--- src/ihrp_cfg.svh ---
/*
  Constants for the indirect host register port: external offsets,
  field positions, reset values and the internal access length.
  Assumes inclusion by bare name from the package and the port module.
*/
`ifndef IHRP_CFG_SVH
`define IHRP_CFG_SVH

// ----------------------------------------------------------------
// External register offsets
// ----------------------------------------------------------------
`define IHRP_OFS_LANE0 3'h0
`define IHRP_OFS_LANE1 3'h1
`define IHRP_OFS_LANE2 3'h2
`define IHRP_OFS_LANE3 3'h3
`define IHRP_OFS_RUN 3'h4
`define IHRP_OFS_SYNC 3'h5
`define IHRP_OFS_ADDR_LO 3'h6
`define IHRP_OFS_ADDR_HI 3'h7

// ----------------------------------------------------------------
// Field positions
// ----------------------------------------------------------------
`define IHRP_HI_RDINC 6
`define IHRP_HI_WRINC 7
`define IHRP_SYNC_START 4
`define IHRP_SYNC_HOP 5
`define IHRP_SYNC_BEAM 6

// ----------------------------------------------------------------
// Reset values and timing
// ----------------------------------------------------------------
`define IHRP_RST_BYTE 8'h00
`define IHRP_RST_ADDR 11'h000
`define IHRP_RST_WORD 32'h0000_0000
`define IHRP_ACCESS_CYCLES 2

`endif

--- src/ihrp_pkg.sv ---
/*
  Types shared by the indirect host register port.
  Assumes ihrp_cfg.svh is on the include path.
*/
`include "ihrp_cfg.svh"

package ihrp_pkg;
  // Internal access request toward the register space
  typedef struct packed {
    logic rd;
    logic wr;
    logic [10:0] addr;
    logic [31:0] wdata;
  } ihrp_req_t;

  // Sync strobes toward the four channels
  typedef struct packed {
    logic [3:0] start;
    logic [3:0] hop;
    logic [3:0] beam;
  } ihrp_sync_t;

  // Port sequencing states
  typedef enum logic [1:0] {
    IHRP_IDLE,
    IHRP_BUSY,
    IHRP_HOLD
  } ihrp_state_t;
endpackage

--- src/ihrp_port.sv ---
/*
  Eight-register host port giving indirect access to an 11-bit address,
  32-bit data internal space, plus channel run control and sync issue.
  Assumes host pins are synchronous to clk_i and the internal space
  answers a read with valid data two cycles after the request.
*/
`timescale 1ns/1ps
`default_nettype none
`include "ihrp_cfg.svh"

// Behaviour
// - Three-bit address, eight-bit two-way data bus
// - Internal address 11 bits, data 32 bits
// - High register bits 2:0 give address 10:8
// - High bit 6 read increment, 7 write
// - Lane 0 write launches internal write
// - Lane 0 read launches read, loads lanes
// - Other lanes read without new access
// - Lane 0 low byte, lane 3 top
// - Internal access lasts two clock cycles
// - Run and sync writes act at once
// - One write sets all run control bits
// - Start sync clears channel's control bits
// - Bits 7:4 permit channel memory loading
// - Bits 3:0 wake channel, low sleeps
// - Sync write issues beam, hop, start
// - Many accesses while chip select low
// - Separate strobes: ready low from start until completion
// - Data strobe style: acknowledge low at end, high after strobe
// - Acknowledge is open drain
module ihrp_port import ihrp_pkg::*; #(
  parameter int ADDR_W = 11,
  parameter int DATA_W = 32
) (
  // Clock, reset, enable
  input wire logic clk_i,
  input wire logic rstn_i,
  input wire logic ce_i,
  // Host pins
  input wire logic style_sel_i,
  input wire logic cs_n_i,
  input wire logic rd_n_i,
  input wire logic wr_n_i,
  input wire logic [2:0] host_addr_i,
  input wire logic [7:0] host_data_i,
  output logic [7:0] host_data_o,
  output logic host_data_oe_n_o,
  output logic ready_o,
  output logic access_acknowledge_out_o,
  output logic access_acknowledge_oe_n_o,
  // Internal register space
  output ihrp_req_t req_o,
  input wire logic [31:0] int_rdata_i,
  // Channel control
  output logic [3:0] coefficient_memory_load_o,
  output logic [3:0] channel_awake_o,
  output ihrp_sync_t sync_o
);

  // ----------------------------------------------------------------
  // Elaboration checks
  // ----------------------------------------------------------------
  if (ADDR_W != 11 || DATA_W != 32) begin : g_bad
    $error("ihrp_port serves only 11-bit address and 32-bit data");
  end

  // ----------------------------------------------------------------
  // Host strobe decode
  // ----------------------------------------------------------------
  logic strobe; // Access strobe level, either style
  logic is_read; // Direction of current strobe
  logic strobe_q; // Strobe of previous cycle
  logic start_acc; // First cycle of an access

  always_comb begin
    if (style_sel_i) begin
      // Data strobe plus direction
      strobe = !cs_n_i && !rd_n_i;
      is_read = wr_n_i;
    end else begin
      // Separate read and write strobes
      strobe = !cs_n_i && (!rd_n_i || !wr_n_i);
      is_read = !rd_n_i;
    end
  end
  // Chip select may stay low; each strobe edge is one access
  assign start_acc = strobe && !strobe_q;

  // ----------------------------------------------------------------
  // Register state
  // ----------------------------------------------------------------
  logic [7:0] lane [4]; // Data lanes, lane 0 lowest
  logic [7:0] addr_lo, addr_hi; // Address registers
  logic [7:0] run_ctl; // Channel run control
  ihrp_state_t state; // Sequencer state
  logic [1:0] cnt; // Internal cycle counter
  logic acc_rd; // Launched access is a read
  logic rd_hold; // Read data held after completion
  ihrp_sync_t sync_q; // Sync strobes, one cycle
  logic [7:0] dout; // Registered read data

  logic [7:0] next_lane [4];
  logic [7:0] next_addr_lo, next_addr_hi, next_run_ctl, next_dout;
  ihrp_state_t next_state;
  logic [1:0] next_cnt;
  logic next_acc_rd, next_strobe_q;
  ihrp_sync_t next_sync;
  ihrp_req_t next_req;
  logic [10:0] cur_addr, inc_addr;
  logic done;

  assign cur_addr = {addr_hi[2:0], addr_lo};
  assign inc_addr = cur_addr + 11'h001;
  assign done = (state == IHRP_BUSY) && (cnt == 2'(`IHRP_ACCESS_CYCLES - 1));

  // Next values for all host-side state
  always_comb begin
    next_lane = lane;
    next_addr_lo = addr_lo;
    next_addr_hi = addr_hi;
    next_run_ctl = run_ctl;
    next_dout = dout;
    next_state = state;
    next_cnt = cnt;
    next_acc_rd = acc_rd;
    next_strobe_q = strobe;
    next_sync = '0;
    next_req = '0;
    case (state)
      IHRP_IDLE: begin
        if (start_acc && is_read) begin
          // Reads return the addressed byte
          case (host_addr_i)
            `IHRP_OFS_LANE1: next_dout = lane[1];
            `IHRP_OFS_LANE2: next_dout = lane[2];
            `IHRP_OFS_LANE3: next_dout = lane[3];
            `IHRP_OFS_RUN: next_dout = run_ctl;
            `IHRP_OFS_ADDR_LO: next_dout = addr_lo;
            `IHRP_OFS_ADDR_HI: next_dout = addr_hi;
            default: next_dout = `IHRP_RST_BYTE; // Sync is write only
          endcase
          if (host_addr_i == `IHRP_OFS_LANE0) begin
            // Launch the internal read
            next_req.rd = 1'b1;
            next_req.addr = cur_addr;
            next_acc_rd = 1'b1;
            next_cnt = 2'h0;
            next_state = IHRP_BUSY;
          end else begin
            next_state = IHRP_HOLD;
          end
        end else if (start_acc) begin
          case (host_addr_i)
            `IHRP_OFS_LANE1: next_lane[1] = host_data_i;
            `IHRP_OFS_LANE2: next_lane[2] = host_data_i;
            `IHRP_OFS_LANE3: next_lane[3] = host_data_i;
            `IHRP_OFS_RUN: next_run_ctl = host_data_i;
            `IHRP_OFS_SYNC: begin
              // Sync strobes leave at once per selected channel
              next_sync.start = host_data_i[`IHRP_SYNC_START] ? host_data_i[3:0] : 4'h0;
              next_sync.hop = host_data_i[`IHRP_SYNC_HOP] ? host_data_i[3:0] : 4'h0;
              next_sync.beam = host_data_i[`IHRP_SYNC_BEAM] ? host_data_i[3:0] : 4'h0;
            end
            `IHRP_OFS_ADDR_LO: next_addr_lo = host_data_i;
            `IHRP_OFS_ADDR_HI: next_addr_hi = host_data_i;
            default: next_lane[0] = host_data_i;
          endcase
          if (host_addr_i == `IHRP_OFS_LANE0) begin
            // Lane 0 is the last byte staged; launch the write
            next_req.wr = 1'b1;
            next_req.addr = cur_addr;
            next_req.wdata = {lane[3], lane[2], lane[1], host_data_i};
            next_acc_rd = 1'b0;
            next_cnt = 2'h0;
            next_state = IHRP_BUSY;
          end else begin
            next_state = IHRP_HOLD;
          end
        end
      end
      IHRP_BUSY: begin
        next_cnt = cnt + 2'h1;
        if (done) begin
          if (acc_rd) begin
            // Fill all lanes from the word
            next_lane[0] = int_rdata_i[7:0];
            next_lane[1] = int_rdata_i[15:8];
            next_lane[2] = int_rdata_i[23:16];
            next_lane[3] = int_rdata_i[31:24];
            next_dout = int_rdata_i[7:0];
          end
          // Increment once the access is finished
          if ((acc_rd && addr_hi[`IHRP_HI_RDINC]) || (!acc_rd && addr_hi[`IHRP_HI_WRINC])) begin
            next_addr_lo = inc_addr[7:0];
            next_addr_hi = {addr_hi[7:3], inc_addr[10:8]};
          end
          next_state = IHRP_HOLD;
        end
      end
      IHRP_HOLD: begin
        // Wait for the host to drop its strobe
        if (!strobe) begin
          next_state = IHRP_IDLE;
        end
      end
      default: next_state = IHRP_IDLE;
    endcase
    // Start sync clears the channel's wake and load bits
    for (int ch = 0; ch < 4; ch++) begin
      if (next_sync.start[ch]) begin
        next_run_ctl[ch] = 1'b0;
        next_run_ctl[ch + 4] = 1'b0;
      end
    end
  end

  // Registers, frozen while the enable is low
  always_ff @(posedge clk_i) begin
    if (!rstn_i) begin
      for (int i = 0; i < 4; i++) begin
        lane[i] <= `IHRP_RST_BYTE;
      end
      addr_lo <= `IHRP_RST_BYTE;
      addr_hi <= `IHRP_RST_BYTE;
      run_ctl <= `IHRP_RST_BYTE;
      dout <= `IHRP_RST_BYTE;
      state <= IHRP_IDLE;
      cnt <= 2'h0;
      acc_rd <= 1'b0;
      strobe_q <= 1'b0;
      sync_q <= '0;
      req_o <= '0;
    end else if (ce_i) begin
      lane <= next_lane;
      addr_lo <= next_addr_lo;
      addr_hi <= next_addr_hi;
      run_ctl <= next_run_ctl;
      dout <= next_dout;
      state <= next_state;
      cnt <= next_cnt;
      acc_rd <= next_acc_rd;
      strobe_q <= next_strobe_q;
      sync_q <= next_sync;
      req_o <= next_req;
    end
  end

  // ----------------------------------------------------------------
  // Outputs
  // ----------------------------------------------------------------
  assign rd_hold = (state == IHRP_HOLD) && is_read;
  assign host_data_o = dout;
  assign host_data_oe_n_o = !(strobe && is_read && rd_hold);
  // Ready low while a separate-strobe access is being served
  assign ready_o = !(!style_sel_i && strobe && state != IHRP_HOLD);
  // Acknowledge only pulls low; released line floats high
  assign access_acknowledge_out_o = 1'b0;
  assign access_acknowledge_oe_n_o = !(style_sel_i && state == IHRP_HOLD && strobe);
  assign coefficient_memory_load_o = run_ctl[7:4];
  assign channel_awake_o = run_ctl[3:0];
  assign sync_o = sync_q;
endmodule

`default_nettype wire

--- config.mk ---
export PLATFORM = sky130hd
export DESIGN_NAME = ihrp_port
export DESIGN_NICKNAME = d
export VERILOG_FILES = /design/src/ihrp_pkg.sv /design/src/ihrp_port.sv
export VERILOG_INCLUDE_DIRS = /design/src
export SDC_FILE = /design/constraint.sdc
export NUM_CORES = 1
export LEC_CHECK = 0
export BUFFER_PORTS_ARGS = -buffer_cell sky130_fd_sc_hd__buf_2
export CAP_MARGIN = 10
export CELL_PAD_IN_SITES_DETAIL_PLACEMENT = 0
export CELL_PAD_IN_SITES_GLOBAL_PLACEMENT = 2
export CORE_AREA = 10 10 103 197
export CTS_CLUSTER_SIZE = 8
export DETAILED_ROUTE_END_ITERATION = 12
export DIE_AREA = 0 0 113 207
export PLACE_DENSITY = 0.93
export SLEW_MARGIN = 20
export SYNTH_ARGS = -nofsm -noshare
export SYNTH_HDL_FRONTEND = slang
export SYNTH_SLANG_ARGS = --single-unit
--- constraint.sdc ---
create_clock -name clk_i -period 3.97 [get_ports clk_i]
set_input_delay 0.397 -clock clk_i [delete_from_list [all_inputs] [get_ports clk_i]]
set_output_delay 0.397 -clock clk_i [all_outputs]
set_load 0.005 [all_outputs]
==> out/qor.yml, run 1 <==
run_status:
  status: "complete, no violations"
synth:
  synth.most_common_cell: "dfxtp_1"
  synth_cell_types: 63
  async_flop_share_pct: 0
  synth_area_per_cell_um2: 8.625
  syn_nets: 735
  yosysTopAreaCellShare_pct: 40.44
  ys_seq_area_share_pct: 40.44
  synth_area_leader_cell: "dfxtp_1"
  synth-edff-count: 0
  syn_inst: 683
  synth-seq-cells: 119
  yosys-top-cells-area: "dfxtp_1 40%, nor2b_1 11%, a21oi_1 5.6%"
  netlist_area_um2: 5891
  synth_flop_cell: "dfxtp_1"
  yosys_warnings: 0
  ys_top_cells_by_count: "119 x dfxtp_1, 104 x nor2b_1, 66 x a21oi_1, 61 x nand2_1, 30 x clkbuf_1"
routing:
  routed_wl_um: 19280
  vias: 5325
  routedLengthMet1_um: 8257
  drtAntennaViolNets: 0
  first_pass_iters: 5
  wl_met2_um: 9289
  drt_iter0_markers: 312
  dr_wl_met3_um: 1170
  routedWlPerCell_um: 19.30
  dr.max_layer_used: "met4"
  vias_per_cell: 5.330
  drc_errors: 0
floorplanning:
  start_util_pct: 34.45
  die_y_um: 207
  rows: 68
  core_um2: 17100
  chipWidth_um: 113
  io_pins: 127
  die-area_um2: 23390
sta:
  relSlewSlack_pct: 31.16
  setup_tns_ns: 0
  worst_pin_slew_ns: 1.029
  slew_viol_final: 0
  period_share_pct: 58.38
  fin_skew_ns: 0.009123
  fin_crit_ns: 2.318
  setup_viol: 0
  fmax_ghz: 0.4314
  rsz0062_at_grt: "false"
  final_hold_viol_count: 0
place:
  place_area_um2: 6569
  dpl.hpwl_um: 13930
  port_buffers: 125
  place_congestion: 0.8786
global_routing:
  grt_pass1_vias: 5160
  grt_pass1_wl_um: 29870
  gr-total-overflow: 0
  antenna_found_initial: 0
  grt_usage_pct: 15.95
  grt_max_degree: 65
cts:
  h-tree-depth: 4
  cts_root_buf: "clkbuf_16"
  ctsResizeCount: 0
  post_cts_buffers: 0
  path_clk_slew_ns: 0.06
  numCtsBuffers: 17
  max-clock-path-buffers: 2
  cts_tree: "yes"
  numClockSinks: 119
  clkLatencyLatePin_ns: 0.42
  cts_hold_buf: 0
pwr:
  power.total_uw: 3146
  seq_power_share_pct: 39.3
  combPwrFrac_pct: 7.2
  clkPwrFrac_pct: 53.6
  power.switching_fraction_pct: 24.86
  leakage_uw: 0.003114
  p_int_uw: 2364
  peakVddDrop_mv: 0.2649
  p_sw_uw: 782.2
  power_density_nw_per_um2: 436.4
critical_path:
  start_kind: "flop"
  regToRegSetupSlack_ns: 1.65
  path_max_fanout: 14
  worstPathArrival_ns: 2.67
  critPathRequiredTime_ns: 4.32
  worstSetupPathType: "flop to flop"
  critPathCaptureType: "flop"
final_layout:
  nets: 828
  layout-drive-gt1-share_pct: 22.94
  syn2layout_area_growth_pct: 22.39
  fin_area_um2: 7209
  insertedDiodeCount: 0
  fillers: 1694
worst_hold_path:
  min_path_type: "input port to flop"
job:
  cap_violations: 0
-- placed cells by master, fill, tap and decap left out, types with 3 or more instances in the layout --
| cell type | n |
|---|---|
| buf_2 | 125 |
| dfxtp_1 | 119 |
| nor2b_1 | 103 |
| a21oi_1 | 66 |
| nand2_1 | 61 |
| nand3_1 | 26 |
| mux2i_1 | 25 |
| o21ai_0 | 24 |
| nor2_1 | 23 |
| clkbuf_16 | 17 |
| a21boi_1 | 16 |
| o211a_1 | 16 |
| nand2b_1 | 11 |
| o21ai_1 | 9 |
| and2_1 | 9 |
| a22o_1 | 8 |
| and4_1 | 7 |
| a31oi_1 | 7 |
| inv_6 | 7 |
| o211ai_1 | 6 |
| nand4_1 | 5 |
| nor3b_1 | 5 |
| mux2_2 | 5 |
| a221o_1 | 5 |
| a32oi_1 | 5 |
| a22oi_1 | 5 |
| buf_4 | 5 |
| nand3b_1 | 4 |
| o21bai_1 | 4 |
| and3_1 | 4 |
| bufinv_16 | 4 |
| nor3_1 | 3 |
| o221ai_1 | 3 |
| o221a_1 | 3 |
| o31ai_1 | 3 |
| clkinv_4 | 3 |
-- per-layer routing --
layer | vias to the layer above | track usage [%]
met4 | 0 | 6.798
li1 | 2611 | -
met1 | 2513 | 19.34
met3 | 29 | 4.253
met2 | 172 | 25.68
met5 | - | 0
-- power groups by stage --
stage	clock network (uW)	logic [uW]	registers (uW)
finish	1690	226	1230
global route	1760	248	1240
CTS	1720	226	1230
detailed placement	0	225	1260
global placement	0	223	1260
floorplan	0	148	1250
-- sequential cells by signal, indices dropped and copies added, names as in the netlist --
signal	cells
addr_hi	8
strobe_q	1
addr_lo	8
state	2
run_ctl	8
lane	24
sync_o	12
req_o	45
cnt	2
acc_rd	1
host_data_o	8
-- worst max-delay path: stages, from the launching register on --
cell       delay [ns]
dfxtp_1          0.45
nor2_2           0.26
nand2_1          0.14
a2111oi_4        0.85
buf_4            0.35
a21oi_1          0.09
nor2b_1          0.11
-- through the flow --
stage | hold slack [ns] | setup slack (ns) | instances | utilization, %
after global placement | 0.4393 | 1.472 | 967 | 38.41
after detailed placement | 0.4428 | 1.400 | 967 | 38.41
after floorplan | 0.4276 | 2.168 | 683 | -
after CTS | 0.2666 | 1.679 | 999 | 42.16
after global routing | 0.2833 | 1.520 | 999 | 42.16
final | 0.2863 | 1.652 | 999 | 42.16
-- cell families (layout without fill, tap and decap cells) --
logic type	count (synthesis)	after routing	share of synthesized area (%)
DFF	119	119	40.44
and+or+nand+nor	274	274	25.68
other	1	1	0.06366
muxes	31	31	5.586
AOI/OAI and AO/OA	194	194	22.60
xor gates and xnor gates	2	2	0.4249
adders and majority gates	2	2	0.4247
buffers and inverters	60	166	4.779
-- worst paths after layout --
check               end            from  depth (start not counted)
max           req_o[21]        state[0]                          6
min          run_ctl[6]  host_data_i[6]                          3
max reg2reg   req_o[21]        state[0]                          6
min reg2reg  addr_hi[4]      addr_hi[4]                          2
-- cell type report --
cell class              count  area (um^2)  area share (%)
clock buffers              17        425.4           5.901
clock inverters            15        215.2           2.985
repair buffers            131        683.2           9.476
well taps                 210        262.8           3.645
flip-flops and latches    119         2382           33.04
inverters                   3        11.26          0.1562
multi-input cells         504         3229           44.79
Power figures use the tool's default switching activity.
==> inputs of run 2 (changes only) <==
--- a/config.mk
+++ b/config.mk
@@ -10,11 +10,11 @@
 export CAP_MARGIN = 10
 export CELL_PAD_IN_SITES_DETAIL_PLACEMENT = 0
 export CELL_PAD_IN_SITES_GLOBAL_PLACEMENT = 2
-export CORE_AREA = 10 10 103 197
+export CORE_AREA = 10 10 107 205
 export CTS_CLUSTER_SIZE = 8
 export DETAILED_ROUTE_END_ITERATION = 12
-export DIE_AREA = 0 0 113 207
-export PLACE_DENSITY = 0.93
+export DIE_AREA = 0 0 117 215
+export PLACE_DENSITY = 0.87
 export SLEW_MARGIN = 20
 export SYNTH_ARGS = -nofsm -noshare
 export SYNTH_HDL_FRONTEND = slang
==> constraint.sdc (replaced) <==
create_clock -name clk_i -period 2.15 [get_ports clk_i]
set_input_delay 0.215 -clock clk_i [delete_from_list [all_inputs] [get_ports clk_i]]
set_output_delay 0.215 -clock clk_i [all_outputs]
set_load 0.005 [all_outputs]
==> run 2 against run 1 <==
Effect of this change: non-clock buffer count rose by 25; combinational power rose by 100%; worst setup slack got worse by 1.5 ns; critical path type unchanged.
==> out/qor.yml, run 2 (synthesis results as in run 1) <==
run_status:
  status: "complete, no violations"
floorplanning:
  start_util_pct: 31.58
  die-area_um2: 25160
  core_um2: 18660
  io_pins: 127
  chipWidth_um: 117
  rows: 71
  die_y_um: 215
cts:
  numCtsBuffers: 17
  h-tree-depth: 4
  ctsResizeCount: 0
  clkLatencyLatePin_ns: 0.43
  post_cts_buffers: 0
  cts_root_buf: "clkbuf_16"
  numClockSinks: 119
  cts_hold_buf: 0
  path_clk_slew_ns: 0.06
  max-clock-path-buffers: 2
  cts_tree: "yes"
routing:
  drt_iter0_markers: 259
  vias_per_cell: 5.218
  vias: 5390
  drc_errors: 0
  first_pass_iters: 5
  routed_wl_um: 20610
  routedWlPerCell_um: 19.95
  drtAntennaViolNets: 0
final_layout:
  layout_commonest_cell: "buf_2"
  largest_reg_flops: 45
  insertedDiodeCount: 0
  syn2layout_area_growth_pct: 25.57
  layout_common_cells: "125 x buf_2, 119 x dfxtp_1, 103 x nor2b_1, 66 x a21oi_1, 61 x nand2_1"
  nets: 853
  layout-drive-gt1-share_pct: 25.43
  largest-register: "req_o"
  fin_area_um2: 7397
  fin_util_pct: 39.65
place:
  port_buffers: 125
  place_congestion: 0.8711
  place_area_um2: 6805
  pre_cts_ws_ns: 0.1311
  dpl.hpwl_um: 15340
global_routing:
  gr-total-overflow: 0
  grt_pass1_wl_um: 31700
  grt_max_degree: 59
  grt_usage_pct: 16.53
  antenna_found_initial: 0
  grt_pass1_vias: 5459
sta:
  rsz0062_at_grt: "false"
  final_hold_viol_count: 0
  setup_tns_ns: 0
  setup_slack_ns: 0.1693
  period_share_pct: 92.13
  slew_viol_final: 0
  relSlewSlack_pct: 50.41
  fin_skew_ns: 0.007737
  fmax_ghz: 0.5049
  worst_pin_slew_ns: 0.7416
  setup_viol: 0
  fin_crit_ns: 1.981
critical_path:
  worstRegToRegCells: 7
  crit_chain: "buf_4 -> nor2b_2 -> buf_4 -> nor2_1 -> buf_4 -> a32oi_1 -> a21oi_1"
  path_buf_inv: 3
  crit_path_top_delay_cell: "dfxtp_1"
  timing.rr.end: "host_data_o[1]"
  cpPeakStageDelay_ns: 0.56
  crit_family: "flip-flops"
  critPathCaptureType: "flop"
  crit_path_frequent_cell: "buf_4"
  worstPathArrival_ns: 2.26
  start_kind: "flop"
  path_max_fanout: 11
  regToRegSetupSlack_ns: 0.17
  critPathRequiredTime_ns: 2.43
  worstSetupPathType: "flop to flop"
  r2r-start: "state[0]"
worst_hold_path:
  min_path_cells: 3
  min_to: "run_ctl[6]"
  worstHoldStart: "host_data_i[6]"
  min_path_type: "input port to flop"
pwr:
  peakVddDrop_mv: 0.4820
  power_density_nw_per_um2: 758.5
  leakage_uw: 0.003208
job:
  cap_violations: 0
run 2: worst max path at each step:
stage | end | cells after the start | from
2_1_floorplan | addr_lo[3] | 7 | style_sel_i
3_3_place_gp | addr_lo[4] | 6 | style_sel_i
3_5_place_dp | addr_lo[0] | 6 | style_sel_i
4_1_cts | host_data_o[1] | 7 | state[0]
5_1_grt | host_data_o[1] | 7 | state[0]
6_report | host_data_o[1] | 7 | state[0]
run 2: tightest hold or removal path, stage by stage:
cell	delay, ns
buf_2	0.13
nand3_1	0.07
a21boi_1	0.06
run 2: layer usage:
layer,GRT usage (%),part of all wire (%),routed length (um)
met1,17.65,38,7898
met2,29.32,53,10940
met3,3.291,4.9,1012
met4,8.492,3.7,759
met5,0,0,0
run 2: power by group:
group	switching, uW	total [uW]	internal (uW)
clock	1130	2870	1740
sequential	38.1	2280	2240
combinational	280	462	182
run 2: area by class of cell:
class,instances,area [um^2]
Tap cell,219,274.0
Timing Repair Buffer,156,908.4
Fill cell,1959,11260
Sequential cell,119,2382
Multi-Input combinational cell,504,3232
Clock inverter,14,150.1
Inverter,3,11.26
Clock buffer,18,439.2
run 2: per-stage QoR:
step	std cells	power, uW	hold WS [ns]
floorplan	683	2581	0.3407
global placement	1001	2788	0.4354
detailed placement	1001	2787	0.4498
CTS	1033	5669	0.07958
global route	1033	5804	0.1008
finish	1033	5611	0.08657
